<file path="src/rtl/acsr_map.svh">
// acsr_map.svh: register indices, field positions, reset values and timing
// counts of the converter control and status register block.
// assumes: included by bare name from acsr files; definitions only.
`ifndef ACSR_MAP_SVH
`define ACSR_MAP_SVH

// register indices; the apb byte address is four times the index
`define ACSR_IDX_CLKDIV   6'h05
`define ACSR_IDX_DRIVE    6'h06
`define ACSR_IDX_LVL_B    6'h07
`define ACSR_IDX_LVL_A    6'h08
`define ACSR_IDX_ROUTE    6'h09
`define ACSR_IDX_POL      6'h0c
`define ACSR_IDX_FLAGS    6'h0d
`define ACSR_IDX_MASK     6'h0e
`define ACSR_IDX_MODE_HI  6'h0f
`define ACSR_IDX_MODE_LO  6'h10
`define ACSR_IDX_UPD      6'h11

// field positions
`define ACSR_DIV_MSB      6
`define ACSR_DIV_LSB      4
`define ACSR_DRIVE_BIT    6
`define ACSR_LVL_MSB      5
`define ACSR_POLICY_MSB   4
`define ACSR_POLICY_LSB   3
`define ACSR_ROUTE_MSB    2
`define ACSR_POL_BIT      0
`define ACSR_HOLD_BIT     7
`define ACSR_MUTE_BIT     2
`define ACSR_EVT_VALID    8'h0b

// reset values
`define ACSR_RST_CLKDIV   3'h0
`define ACSR_RST_DRIVE    1'b1
`define ACSR_RST_CODE     6'h00
`define ACSR_RST_LEVEL    8'h00
`define ACSR_RST_POLICY   2'h3
`define ACSR_RST_ROUTE    3'h1
`define ACSR_RST_POL      1'b0
`define ACSR_POL_RSVD     8'hc0
`define ACSR_RST_EVT      8'h00

// timing and levels
`define ACSR_ZC_TIMEOUT   10'h200
`define ACSR_MUTE_LEVEL   8'ha0
`define ACSR_MIC_ROUTE    3'h0

`endif

</file>
<file path="src/rtl/acsr_pkg.sv">
// acsr_pkg: types shared by the converter control and status register block.
// assumes: compiled before every acsr module.
package acsr_pkg;

   // apb request from the master and answer of the slave
   typedef struct packed {
      logic        psel;
      logic        penable;
      logic        pwrite;
      logic [7:0]  paddr;
      logic [31:0] pwdata;
   } acsr_apb_req_type;

   typedef struct packed {
      logic [31:0] prdata;
      logic        pready;
      logic        pslverr;
   } acsr_apb_rsp_type;

   // gain change policy
   typedef enum logic [1:0] {
      ACSR_CHG_IMM  = 2'b00,
      ACSR_CHG_ZC   = 2'b01,
      ACSR_CHG_RAMP = 2'b10,
      ACSR_CHG_BOTH = 2'b11
   } acsr_policy_type;

endpackage : acsr_pkg

</file>
<file path="src/rtl/acsr_event_capture.sv">
// acsr_event_capture: sticky event flags with per-source mask and capture mode.
// assumes: conditions synchronous to ref_clk; clr names the bits just reported.
`timescale 1ns/100ps
`default_nettype none
`include "acsr_map.svh"
module acsr_event_capture (
   input  wire logic       ref_clk,
   input  wire logic       srst,
   input  wire logic [7:0] cond,
   input  wire logic [7:0] mask,
   input  wire logic [7:0] mode_hi,
   input  wire logic [7:0] mode_lo,
   input  wire logic [7:0] clr,
   output logic      [7:0] flags
);
   import acsr_pkg::*;

   typedef struct packed {
      logic [7:0] prev;
      logic [7:0] flags;
   } acsr_evt_state_type;

   acsr_evt_state_type s_r;
   acsr_evt_state_type s_nxt;
   logic [7:0]         hit;

   // edge or level detection per source, then sticky accumulate
   always_comb begin
      s_nxt = s_r;
      hit   = 8'h00;
      for (int i = 0; i < 8; i++) begin
         case ({mode_hi[i], mode_lo[i]})
            2'b00: hit[i] = cond[i] & ~s_r.prev[i];
            2'b01: hit[i] = ~cond[i] & s_r.prev[i];
            2'b10: hit[i] = cond[i];
            default: hit[i] = 1'b0;
         endcase
      end
      s_nxt.prev  = cond;
      // a new hit wins over the read clear; masked bits read zero
      s_nxt.flags = ((s_r.flags & ~clr) | hit) & mask & `ACSR_EVT_VALID;
   end

   // state register
   always_ff @(posedge ref_clk) begin
      if (srst) begin
         s_r.prev  <= 8'h00;
         s_r.flags <= `ACSR_RST_EVT;
      end else begin
         s_r <= s_nxt;
      end
   end

   assign flags = s_r.flags;

endmodule : acsr_event_capture
`default_nettype wire

</file>
<file path="src/rtl/acsr_level_ramp.sv">
// acsr_level_ramp: one channel's applied level in eighth-decibel units.
// assumes: frame_tick pulses once per sample period; zero_cross is a pulse.
`timescale 1ns/100ps
`default_nettype none
`include "acsr_map.svh"
module acsr_level_ramp (
   input  wire logic                      ref_clk,
   input  wire logic                      srst,
   input  wire acsr_pkg::acsr_policy_type policy,
   input  wire logic [7:0]                target,
   input  wire logic                      frame_tick,
   input  wire logic                      zero_cross,
   output logic      [7:0]                level,
   output logic                           busy
);
   import acsr_pkg::*;

   typedef struct packed {
      logic [7:0] level;
      logic       due;
      logic [9:0] wait_cnt;
   } acsr_ramp_state_type;

   acsr_ramp_state_type s_r;
   acsr_ramp_state_type s_nxt;
   logic ramp_en;
   logic zc_en;
   logic pending;
   logic timed_out;
   logic apply_ok;

   assign ramp_en   = (policy == ACSR_CHG_RAMP) || (policy == ACSR_CHG_BOTH);
   assign zc_en     = (policy == ACSR_CHG_ZC) || (policy == ACSR_CHG_BOTH);
   assign pending   = s_r.level != target;
   // forced change on the 512th sample period without a crossing
   assign timed_out = frame_tick && (s_r.wait_cnt == `ACSR_ZC_TIMEOUT - 10'h001);
   assign apply_ok  = !zc_en || zero_cross || timed_out;

   // step or jump toward the target under the selected policy
   always_comb begin
      s_nxt = s_r;
      if (frame_tick) begin
         s_nxt.due = 1'b1;
      end
      if (zc_en && frame_tick) begin
         s_nxt.wait_cnt = s_r.wait_cnt + 10'h001;
      end
      if (!pending) begin
         s_nxt.due      = 1'b0;
         s_nxt.wait_cnt = 10'h000;
      end else if (ramp_en) begin
         // one eighth step per frame period, gated by crossing when enabled
         if (s_r.due && apply_ok) begin
            if ($signed(target) > $signed(s_r.level)) begin
               s_nxt.level = s_r.level + 8'h01;
            end else begin
               s_nxt.level = s_r.level - 8'h01;
            end
            s_nxt.due      = frame_tick;
            s_nxt.wait_cnt = 10'h000;
         end
      end else if (apply_ok) begin
         s_nxt.level    = target;
         s_nxt.wait_cnt = 10'h000;
      end
   end

   // state register
   always_ff @(posedge ref_clk) begin
      if (srst) begin
         s_r.level    <= `ACSR_RST_LEVEL;
         s_r.due      <= 1'b0;
         s_r.wait_cnt <= 10'h000;
      end else begin
         s_r <= s_nxt;
      end
   end

   assign level = s_r.level;
   assign busy  = pending;

endmodule : acsr_level_ramp
`default_nettype wire

</file>
<file path="src/rtl/acsr_regs.sv">
// acsr_regs: control and status registers of a stereo audio converter,
// reached over apb, with per-channel gain stepping and sticky event flags.
// assumes: all inputs synchronous to ref_clk; frame_clock is the sample-rate
// frame clock; zero_cross_a/b pulse at a signal crossing of each channel.
//
// Implementation choice: the APB register port.
`timescale 1ns/100ps
`default_nettype none
`include "acsr_map.svh"

// How it works
// - bits 6:4 select clock divide 1, 1.5, 2, 3, 4; upper codes reserved.
// - drive bit 6 low floats both amplifier outputs, high drives them.
// - six-bit level code is two's complement, half-decibel per step.
// - channel B level code at 07h, channel A at 08h, same coding.
// - ramp moves one eighth decibel per frame period, a decibel per eight.
// - ramp and crossing policies also govern mute-driven level changes.
// - crossing policy applies a change at the signal's zero crossing.
// - without a crossing the change is forced after 512 sample periods.
// - crossing detection and timeout are kept apart for each channel.
// - ramp plus crossing takes each eighth step at crossing or timeout.
// - policy bits 4:3: immediate, crossing, ramp, both; both at reset.
// - route 000 is microphone with boost, 001 to 110 line pairs.
// - polarity bit set gives push-pull high, clear gives open-drain low.
// - status bits accumulate since the last read; reading restarts them.
// - a masked status bit always reads zero.
// - status reads all zeros after reset.
// - status bit 3 clock fault, bit 1 overflow, bit 0 underflow.
// - mask bit one lets its source set status, zero blocks it.
// - mode high and low registers form a two-bit capture code.
// - capture code 00 arrival, 01 removal, 10 level, 11 none.
// - while hold is set, mute and level writes wait for its clearing.
module acsr_regs (
   input  wire logic                       ref_clk,
   input  wire logic                       srst,
   input  wire acsr_pkg::acsr_apb_req_type apb_req,
   output var  acsr_pkg::acsr_apb_rsp_type apb_rsp,
   input  wire logic                       frame_clock,
   input  wire logic                       zero_cross_a,
   input  wire logic                       zero_cross_b,
   input  wire logic                       clock_fault,
   input  wire logic                       overflow,
   input  wire logic                       underflow,
   output logic      [2:0]                 clock_divider_code,
   output logic                            amp_output_drive,
   output logic      [2:0]                 input_route,
   output logic                            mic_boost_enable,
   output logic      [7:0]                 level_a,
   output logic      [7:0]                 level_b,
   output logic                            mute_applied,
   output logic                            irq_out,
   output logic                            irq_oe
);
   import acsr_pkg::*;

   typedef struct packed {
      logic [2:0]      div;
      logic            drive;
      logic [5:0]      code_b;
      logic [5:0]      code_a;
      acsr_policy_type policy;
      logic [2:0]      route;
      logic            mic;
      logic            pol;
      logic [7:0]      mask;
      logic [7:0]      mode_hi;
      logic [7:0]      mode_lo;
      logic            hold;
      logic            mute;
      logic [5:0]      eff_a;
      logic [5:0]      eff_b;
      logic            eff_mute;
      logic            frame_q;
      logic            irq_o;
      logic            irq_en;
      logic [31:0]     rdata;
      logic            err;
   } acsr_regs_state_type;

   acsr_regs_state_type s_r;
   acsr_regs_state_type s_nxt;

   logic [5:0] idx;
   logic       mapped;
   logic       setup;
   logic       access;
   logic       frame_tick;
   logic [7:0] flags;
   logic [7:0] flag_clr;
   logic [7:0] cond;
   logic [7:0] rd_byte;
   logic [1:0] busy;
   logic [7:0] target_a;
   logic [7:0] target_b;

   // mapped register indices; anything else answers with an error
   function automatic logic acsr_is_mapped(input logic [5:0] i);
      acsr_is_mapped = (i == `ACSR_IDX_CLKDIV)  || (i == `ACSR_IDX_DRIVE)   ||
                       (i == `ACSR_IDX_LVL_B)   || (i == `ACSR_IDX_LVL_A)   ||
                       (i == `ACSR_IDX_ROUTE)   || (i == `ACSR_IDX_POL)     ||
                       (i == `ACSR_IDX_FLAGS)   || (i == `ACSR_IDX_MASK)    ||
                       (i == `ACSR_IDX_MODE_HI) || (i == `ACSR_IDX_MODE_LO) ||
                       (i == `ACSR_IDX_UPD);
   endfunction : acsr_is_mapped

   // applied level in eighth decibels; mute pulls the level to ACSR_MUTE_LEVEL, a0h
   function automatic logic [7:0] acsr_lvl_target(input logic [5:0] code,
                                                  input logic       mute);
      if (mute) begin
         acsr_lvl_target = `ACSR_MUTE_LEVEL;
      end else begin
         acsr_lvl_target = {code, 2'b00};
      end
   endfunction : acsr_lvl_target

   // apb phase and address decode
   assign idx        = apb_req.paddr[7:2];
   assign mapped     = (apb_req.paddr[1:0] == 2'b00) && acsr_is_mapped(idx);
   assign setup      = apb_req.psel && !apb_req.penable;
   assign access     = apb_req.psel && apb_req.penable;
   assign frame_tick = frame_clock && !s_r.frame_q;

   // status read clears only the bits captured in the setup phase
   always_comb begin
      flag_clr = 8'h00;
      if (access && !apb_req.pwrite && !s_r.err && (idx == `ACSR_IDX_FLAGS)) begin
         flag_clr = s_r.rdata[7:0];
      end
   end

   // condition vector at the status bit positions
   always_comb begin
      cond    = 8'h00;
      cond[3] = clock_fault;
      cond[1] = overflow;
      cond[0] = underflow;
   end

   // read multiplexer; reserved bits read zero except polarity bits 7:6
   always_comb begin
      rd_byte = 8'h00;
      if (idx == `ACSR_IDX_CLKDIV) begin
         rd_byte[`ACSR_DIV_MSB:`ACSR_DIV_LSB] = s_r.div;
      end else if (idx == `ACSR_IDX_DRIVE) begin
         rd_byte[`ACSR_DRIVE_BIT] = s_r.drive;
      end else if (idx == `ACSR_IDX_LVL_B) begin
         rd_byte[`ACSR_LVL_MSB:0] = s_r.code_b;
      end else if (idx == `ACSR_IDX_LVL_A) begin
         rd_byte[`ACSR_LVL_MSB:0] = s_r.code_a;
      end else if (idx == `ACSR_IDX_ROUTE) begin
         rd_byte[`ACSR_POLICY_MSB:`ACSR_POLICY_LSB] = s_r.policy;
         rd_byte[`ACSR_ROUTE_MSB:0] = s_r.route;
      end else if (idx == `ACSR_IDX_POL) begin
         rd_byte = `ACSR_POL_RSVD;
         rd_byte[`ACSR_POL_BIT] = s_r.pol;
      end else if (idx == `ACSR_IDX_FLAGS) begin
         rd_byte = flags;
      end else if (idx == `ACSR_IDX_MASK) begin
         rd_byte = s_r.mask & `ACSR_EVT_VALID;
      end else if (idx == `ACSR_IDX_MODE_HI) begin
         rd_byte = s_r.mode_hi & `ACSR_EVT_VALID;
      end else if (idx == `ACSR_IDX_MODE_LO) begin
         rd_byte = s_r.mode_lo & `ACSR_EVT_VALID;
      end else if (idx == `ACSR_IDX_UPD) begin
         rd_byte[`ACSR_HOLD_BIT] = s_r.hold;
         rd_byte[`ACSR_MUTE_BIT] = s_r.mute;
         rd_byte[1:0] = busy;
      end
   end

   // next state: apb capture and writes, held update, interrupt pin
   always_comb begin
      s_nxt = s_r;
      s_nxt.frame_q = frame_clock;
      // read data and error are settled in the setup phase
      if (setup) begin
         s_nxt.err   = !mapped;
         s_nxt.rdata = {24'h000000, rd_byte};
      end
      if (access && apb_req.pwrite && mapped) begin
         if (idx == `ACSR_IDX_CLKDIV) begin
            s_nxt.div = apb_req.pwdata[`ACSR_DIV_MSB:`ACSR_DIV_LSB];
         end else if (idx == `ACSR_IDX_DRIVE) begin
            s_nxt.drive = apb_req.pwdata[`ACSR_DRIVE_BIT];
         end else if (idx == `ACSR_IDX_LVL_B) begin
            s_nxt.code_b = apb_req.pwdata[`ACSR_LVL_MSB:0];
         end else if (idx == `ACSR_IDX_LVL_A) begin
            s_nxt.code_a = apb_req.pwdata[`ACSR_LVL_MSB:0];
         end else if (idx == `ACSR_IDX_ROUTE) begin
            s_nxt.policy = acsr_policy_type'(
               apb_req.pwdata[`ACSR_POLICY_MSB:`ACSR_POLICY_LSB]);
            s_nxt.route = apb_req.pwdata[`ACSR_ROUTE_MSB:0];
         end else if (idx == `ACSR_IDX_POL) begin
            s_nxt.pol = apb_req.pwdata[`ACSR_POL_BIT];
         end else if (idx == `ACSR_IDX_MASK) begin
            s_nxt.mask = apb_req.pwdata[7:0] & `ACSR_EVT_VALID;
         end else if (idx == `ACSR_IDX_MODE_HI) begin
            s_nxt.mode_hi = apb_req.pwdata[7:0] & `ACSR_EVT_VALID;
         end else if (idx == `ACSR_IDX_MODE_LO) begin
            s_nxt.mode_lo = apb_req.pwdata[7:0] & `ACSR_EVT_VALID;
         end else if (idx == `ACSR_IDX_UPD) begin
            s_nxt.hold = apb_req.pwdata[`ACSR_HOLD_BIT];
            s_nxt.mute = apb_req.pwdata[`ACSR_MUTE_BIT];
         end
      end
      // microphone boost follows the route code
      s_nxt.mic = (s_nxt.route == `ACSR_MIC_ROUTE);
      // stored codes reach the ramps only while hold is clear
      if (!s_r.hold) begin
         s_nxt.eff_a    = s_r.code_a;
         s_nxt.eff_b    = s_r.code_b;
         s_nxt.eff_mute = s_r.mute;
      end
      // push-pull active high, or open-drain pulled low when asserted
      if (s_r.pol) begin
         s_nxt.irq_o  = |flags;
         s_nxt.irq_en = 1'b1;
      end else begin
         s_nxt.irq_o  = 1'b0;
         s_nxt.irq_en = |flags;
      end
   end

   // state register with documented reset values
   always_ff @(posedge ref_clk) begin
      if (srst) begin
         s_r          <= '0;
         s_r.div      <= `ACSR_RST_CLKDIV;
         s_r.drive    <= `ACSR_RST_DRIVE;
         s_r.code_a   <= `ACSR_RST_CODE;
         s_r.code_b   <= `ACSR_RST_CODE;
         s_r.eff_a    <= `ACSR_RST_CODE;
         s_r.eff_b    <= `ACSR_RST_CODE;
         s_r.policy   <= acsr_policy_type'(`ACSR_RST_POLICY);
         s_r.route    <= `ACSR_RST_ROUTE;
         s_r.pol      <= `ACSR_RST_POL;
      end else begin
         s_r <= s_nxt;
      end
   end

   // sticky event flags with mask and capture mode
   acsr_event_capture u_events (
      .ref_clk (ref_clk),
      .srst    (srst),
      .cond    (cond),
      .mask    (s_r.mask),
      .mode_hi (s_r.mode_hi),
      .mode_lo (s_r.mode_lo),
      .clr     (flag_clr),
      .flags   (flags)
   );

   // level targets include mute, so both share the change policy
   assign target_a = acsr_lvl_target(s_r.eff_a, s_r.eff_mute);
   assign target_b = acsr_lvl_target(s_r.eff_b, s_r.eff_mute);

   // independent stepping and crossing timeout per channel
   acsr_level_ramp u_ramp_a (
      .ref_clk    (ref_clk),
      .srst       (srst),
      .policy     (s_r.policy),
      .target     (target_a),
      .frame_tick (frame_tick),
      .zero_cross (zero_cross_a),
      .level      (level_a),
      .busy       (busy[1])
   );

   acsr_level_ramp u_ramp_b (
      .ref_clk    (ref_clk),
      .srst       (srst),
      .policy     (s_r.policy),
      .target     (target_b),
      .frame_tick (frame_tick),
      .zero_cross (zero_cross_b),
      .level      (level_b),
      .busy       (busy[0])
   );

   // register-driven outputs
   assign clock_divider_code = s_r.div;
   assign amp_output_drive   = s_r.drive;
   assign input_route        = s_r.route;
   assign mic_boost_enable   = s_r.mic;
   assign mute_applied       = s_r.eff_mute;
   assign irq_out            = s_r.irq_o;
   assign irq_oe             = s_r.irq_en;

   // zero-wait slave: every access phase completes at once
   assign apb_rsp.prdata  = s_r.rdata;
   assign apb_rsp.pready  = 1'b1;
   assign apb_rsp.pslverr = s_r.err;

endmodule : acsr_regs
`default_nettype wire

</file>
<file path="config.mk">
export PLATFORM = sky130hd
export DESIGN_NAME = acsr_regs
export DESIGN_NICKNAME = d
export VERILOG_FILES = /design/src/rtl/acsr_pkg.sv /design/src/rtl/acsr_event_capture.sv /design/src/rtl/acsr_level_ramp.sv /design/src/rtl/acsr_regs.sv
export VERILOG_INCLUDE_DIRS = /design/src /design/src/rtl
export SDC_FILE = /design/constraint.sdc
export NUM_CORES = 1
export LEC_CHECK = 0
export BUFFER_PORTS_ARGS = -buffer_cell sky130_fd_sc_hd__buf_2
export CORE_ASPECT_RATIO = 1.75
export CORE_MARGIN = 5
export CORE_UTILIZATION = 30
export CTS_CLUSTER_DIAMETER = 80
export DETAILED_ROUTE_END_ITERATION = 16
export SLEW_MARGIN = 20
export SYNTH_ARGS = -nofsm -noshare
export SYNTH_HDL_FRONTEND = slang
export SYNTH_HIERARCHICAL = 1
export SYNTH_SLANG_ARGS = --single-unit
</file>
<file path="constraint.sdc">
create_clock -name ref_clk -period 3.7 [get_ports ref_clk]
set_input_delay 0.185 -clock ref_clk [delete_from_list [all_inputs] [get_ports ref_clk]]
set_output_delay 0.185 -clock ref_clk [all_outputs]
set_load 0.005 [all_outputs]
</file>
# == Yosys cells after proc, flatten, opt, wreduce, memory -nomap -nowiden ==
# Index checks and enable logic that the tools add are counted.
# totals
regBits,103
output_inout_bits,61
word_cells,202
inputBits,51
# classes
n_addsub,6
bitwise,28
n_lt_le_gt_ge,2
muxes,52
n_reduce_logical,59
eq_ne,26
# ops
operator,count
8-bit 2-to-1 mux,12
10-bit 2-to-1 mux,6
19-bit 2-to-1 mux,2
"6-bit by 4-bit equality test with 1-bit output, second input constant",6
3-bit 2-to-1 mux,10
"10-bit by 1-bit adder with 10-bit output, second input constant",2
"10-bit by 9-bit equality test with 1-bit output, second input constant",2
"6-bit by 3-bit equality test with 1-bit output, second input constant",3
6-bit 2-to-1 mux,3
1-bit NOT,18
"8-bit by 1-bit adder with 8-bit output, second input constant",2
8-bit > comparator,2
1-bit logical OR,16
8-bit != test,2
"8-bit by 1-bit subtractor with 8-bit output, second input constant",2
1-bit logical AND,14
"6-bit by 5-bit equality test with 1-bit output, second input constant",2
1-bit 2-to-1 mux,11
11-bit AND reduction,1
"2-bit equality test, second input constant",5
10-bit AND reduction,1
1-bit case mux with 3 select lines,3
3-bit AND reduction,3
9-bit AND reduction,1
22 further kinds,44

# == Logic depth before layout (Yosys ltp) ==
# depth
depth_word,15
ltp_mapped,16
mapped_depth_nobuf,15

# == Hierarchy ==
# Netlist, hierarchy kept.
# by_module_without_submodules
mod,area_each_um2,n_inst,seq_area_each_um2,cells_per_inst
acsr_regs,3360.7,1,1181.1,377
acsr_level_ramp at u_ramp_a,1458.9,1,380.4,173
acsr_level_ramp at u_ramp_b,1436.4,1,380.4,175
acsr_event_capture,376.6,1,120.1,36

# == Worst setup path after synthesis ==
# Ideal clock, no wire load.
# synth_timing
kind,reg-to-reg
start,reg s_r (netlist bit mute_applied)
end,reg u_ramp_a/level[6] (netlist name)
path_buffers,1
arrival_time_ps,3519
path_stages_with_launch,16
synth_period_minus_slack_ps,3657
required_time_ps,3562
setup_time_ps,138
path_slack_ps,43
path_cell_list,dfxtp_1 clkbuf_1 or2_2 ha_1 and4_4 o2bb2ai_1 a31oi_1 mux2i_2 ha_1 nor2b_1 o21ai_1 a21boi_1 o21a_1 or3_1 a32oi_1 a211oi_2
# synth_via
elab_chain_len,5
word_cells_on_any_way,8
classes_between,order compare (1); eq/ne (1); mux (5); reduce/logical (1)
# synth_lines
item,line,rtl
start: declaration,acsr_regs.sv:80,acsr_regs_state_type s_r;
start signal: assignment,acsr_regs.sv:238,s_r <= s_nxt;
8-bit 2-to-1 mux (*),acsr_regs.sv:109,if (mute) begin
via target_a[7],acsr_regs.sv:93,logic [7:0] target_a;
8-bit > comparator,acsr_level_ramp.sv:54,if ($signed(target) > $signed(s_r.level)) begin
8-bit 2-to-1 mux,acsr_level_ramp.sv:54,
19-bit 2-to-1 mux,acsr_level_ramp.sv:53,if (s_r.due && apply_ok) begin
8-bit 2-to-1 mux,acsr_level_ramp.sv:51,end else if (ramp_en) begin
# The timed path passes the listed nets; every way through them passes the cells marked *. The select of a mux whose other input is x is not followed.
# A chain may end at the register's enable or synchronous reset.

# == Worst setup path in the final report ==
# layout_timing
start,reg s_r (netlist bit mute_applied)
end,reg u_ramp_b/level[7] (netlist name)
# layout_via
elab_chain_len,5
word_cells_on_any_way,8
classes_between,order compare (1); eq/ne (1); mux (5); reduce/logical (1)
# layout_lines
item,line,rtl
8-bit 2-to-1 mux (*),acsr_regs.sv:109,
via target_b[5],acsr_regs.sv:94,logic [7:0] target_b;
8-bit > comparator,acsr_level_ramp.sv:54,
8-bit 2-to-1 mux,acsr_level_ramp.sv:54,
19-bit 2-to-1 mux,acsr_level_ramp.sv:53,
8-bit 2-to-1 mux,acsr_level_ramp.sv:51,
# Marks and branches as above.

==> results.rst <==
.. list-table::
   :header-rows: 1

   * - Metric
     - Value
   * - Status
     - finished, final reports clean
   * - Hold_ws
     - 0.06654 ns
   * - Leak
     - roughly 0.0028 µW
   * - GRT Overall Usage
     - 0.1333
   * - Setup Viol. Count Final
     - 0
   * - Pin count of the biggest net entering global routing
     - 37
   * - Synthesis-to-layout area growth
     - 12.98%
   * - Top Ports
     - around 110
   * - Routed length per placed instance
     - roughly 16 µm
   * - H-tree lvl count
     - 3
   * - Largest fanout on the critical path
     - 6
   * - Antenna Diode Count
     - 0
   * - TritonCTS buffer count
     - 9
   * - CTS max path bufs
     - 2
   * - Vert. Die Dim
     - a little over 200 µm
   * - Number of global-route vias before repair
     - ~5200
   * - Gate count after technology mapping
     - ~760
   * - Capturing element type of the critical path
     - flop
   * - Post-layout net count
     - about 880
   * - Final-report max-slew violation count
     - 0
   * - DRT Pass-1 Iters
     - 4
   * - Post-route DRC
     - 0
   * - Largest stage delay on the critical path
     - 0.37 ns
   * - CTS tree
     - built
   * - Period minus WS final
     - about 3.6 ns
   * - Die outline area
     - 25190 µm²
   * - Cell-by-cell listing of the critical path
     - clkbuf_2 > or2_2 > ha_4 > and4_1 > nand2_1 > o2111ai_1 > o211a_1 > inv_2 > ha_1 > a21oi_2 > o221ai_2 > o41ai_2 > buf_4 > xnor3_1 > nor2_1 > o31a_1
   * - Fmax achieved
     - around 280 MHz
   * - Leading cell types in the layout, fill and taps excluded
     - sky130_fd_sc_hd__nor2_1 (105), sky130_fd_sc_hd__dfxtp_1 (102), sky130_fd_sc_hd__buf_2 (62)
   * - Half-perimeter wire length of the detailed placement result
     - between 10000 and 15000 µm
   * - Most frequent standard cell in the layout excluding fill and tap cells
     - sky130_fd_sc_hd__nor2_1
   * - Total area of multi-input combinational cells
     - between 3000 and 4000 µm²
   * - Relative slew margins
     - 0.4228
   * - Per-instance average area after synthesis
     - just under 9 µm²
   * - Final weighted congestion in routability-driven placement
     - slightly below 0.9
   * - Slowest cell on the critical path
     - sky130_fd_sc_hd__dfxtp_4
   * - Clock latency reported for the late side of the worst-skew pair
     - 0.35 ns
   * - Initial Util
     - 0.3058
   * - Antenna violations before repair
     - 0
   * - Required time of the worst setup path
     - around 4 ns
   * - Vias per inst
     - between 4 and 5
   * - Cell area after placement
     - 6943 µm²
   * - Total wire length after detailed routing
     - 17020 µm
   * - Arrival time of data at the critical path endpoint
     - approximately 3.8 ns
   * - Final cycle utilization of the critical path
     - 0.9617
   * - Number of endpoints with negative hold slack in the final report
     - 0
   * - Area of all sequential standard cells
     - slightly above 2000 µm²
   * - ANT nets after route
     - 0
   * - Synth warnings
     - 6
   * - Initial DRC Count
     - 210
   * - Clock skew after layout
     - about 0.0065 ns
   * - Crit path launch type
     - flop
   * - Highest layer used for signal routing
     - met4
   * - Routed via count
     - 5268
   * - Total grt overflow
     - 0
   * - Clk slew on worst S/H paths
     - around 0.070 ns
   * - Worst IR drop on VDD
     - 0.0002320 V
   * - Detail Route met2 WL
     - roughly 9500 µm
   * - Worst slew pin tran
     - roughly 0.86 ns
   * - Clock tree root buffer cell
     - sky130_fd_sc_hd__clkbuf_16
   * - CTS hold repair buffers
     - 0
   * - Die X
     - between 100 and 150 µm
   * - Share of post-route cells with drive strength above 1
     - 0.2267
   * - Global-route wire length before repair
     - ~27000 µm
   * - Mapped Area
     - between 6000 and 7000 µm²
   * - Area of the core
     - approximately 22000 µm²
   * - Class of the worst hold path
     - in -> reg
   * - Path type of the worst setup path
     - reg -> reg
   * - Standard-cell rows
     - slightly above 70
   * - Quantity of I/O buffers inserted on ports
     - 62
   * - Number of fill cells in the layout
     - 2283
   * - Reported max-cap violation count
     - 0
   * - Post-Route M1 WL
     - about 6300 µm
   * - Final Instance Area
     - approximately 7500 µm²
   * - Number of sinks driven by the clock tree
     - about 100
   * - Met3 WL post-DR
     - 596 µm
   * - Power per cell area
     - ~360 nW/µm²
-- metal layers --
| metal | vias to the layer above | track usage |
|---|---|---|
| met5 | - | 0 |
| met4 | 0 | 0.06127 |
| met3 | 38 | 0.02136 |
| met2 | 117 | 0.2597 |
| met1 | 2481 | 0.1356 |
| li1 | 2632 | - |
-- path summary, 6_finish.rpt --
check	start	end	slack [ns]	cells after the start
max	mute_applied	u_ramp_b/level[7]	0.14	16
min	frame_clock	s_r[35]	0.07	2
min reg2reg	apb_rsp[8]	apb_rsp[8]	0.46	2
max reg2reg	mute_applied	u_ramp_b/level[7]	0.14	16
-- flip-flops by register name (all words and copies together), names as in the netlist --
name,cells
u_events/s_r,3
u_ramp_a/s_r,11
u_events/flags,3
irq_out,1
input_route,3
u_ramp_b/level,8
s_r,39
irq_oe,1
amp_output_drive,1
u_ramp_b/s_r,11
mute_applied,1
clock_divider_code,3
u_ramp_a/level,8
mic_boost_enable,1
apb_rsp,9
-- worst max-delay path: cells and delay by family (launching register included) --
family	cells	cell delay (ns)
AO/OA/AOI/OAI	6	1.30
AND/OR/NAND/NOR	4	0.70
adder cells (fa/ha/maj)	2	0.57
buffers and inverters	3	0.39
flip-flops	1	0.37
XOR/XNOR	1	0.13
-- cell type report --
class	count	area share
timing repair buffer	97	0.07868
multi-input combinational	539	0.5348
sequential	103	0.2770
tap	292	0.04899
clock buffer	10	0.03070
inverter	48	0.02416
clock inverter	6	0.005704
-- report_power, final --
part / internal [µW] / switching, µW / total [µW]
combinational: 280 / 324 / 604
sequential: 1130 / 17.3 / 1150
clock: 460 / 441 / 901
total: 1870 / 783 / 2650
-- stage by stage --
stage	setup TNS, ns	total power, µW	utilization	worst slack [ns]	cells
6_report	0	2652	0.3455	0.1416	1095
5_1_grt	-0.01745	2773	0.3455	-0.01745	1095
4_1_cts	0	2625	0.3350	0.02477	1088
3_5_place_dp	-0.1071	1715	0.3216	-0.06305	1071
3_3_place_gp	-0.04748	1707	0.3216	-0.04748	1071
2_1_floorplan	0	1581	-	0.04341	789
-- timing repair --
action,CTS,global route
setup endpoints to repair,2,3
gates resized for setup,2,27
setup buffers,1,7
pin swaps,1,12
No activity file was read; power rests on OpenSTA's default activity.
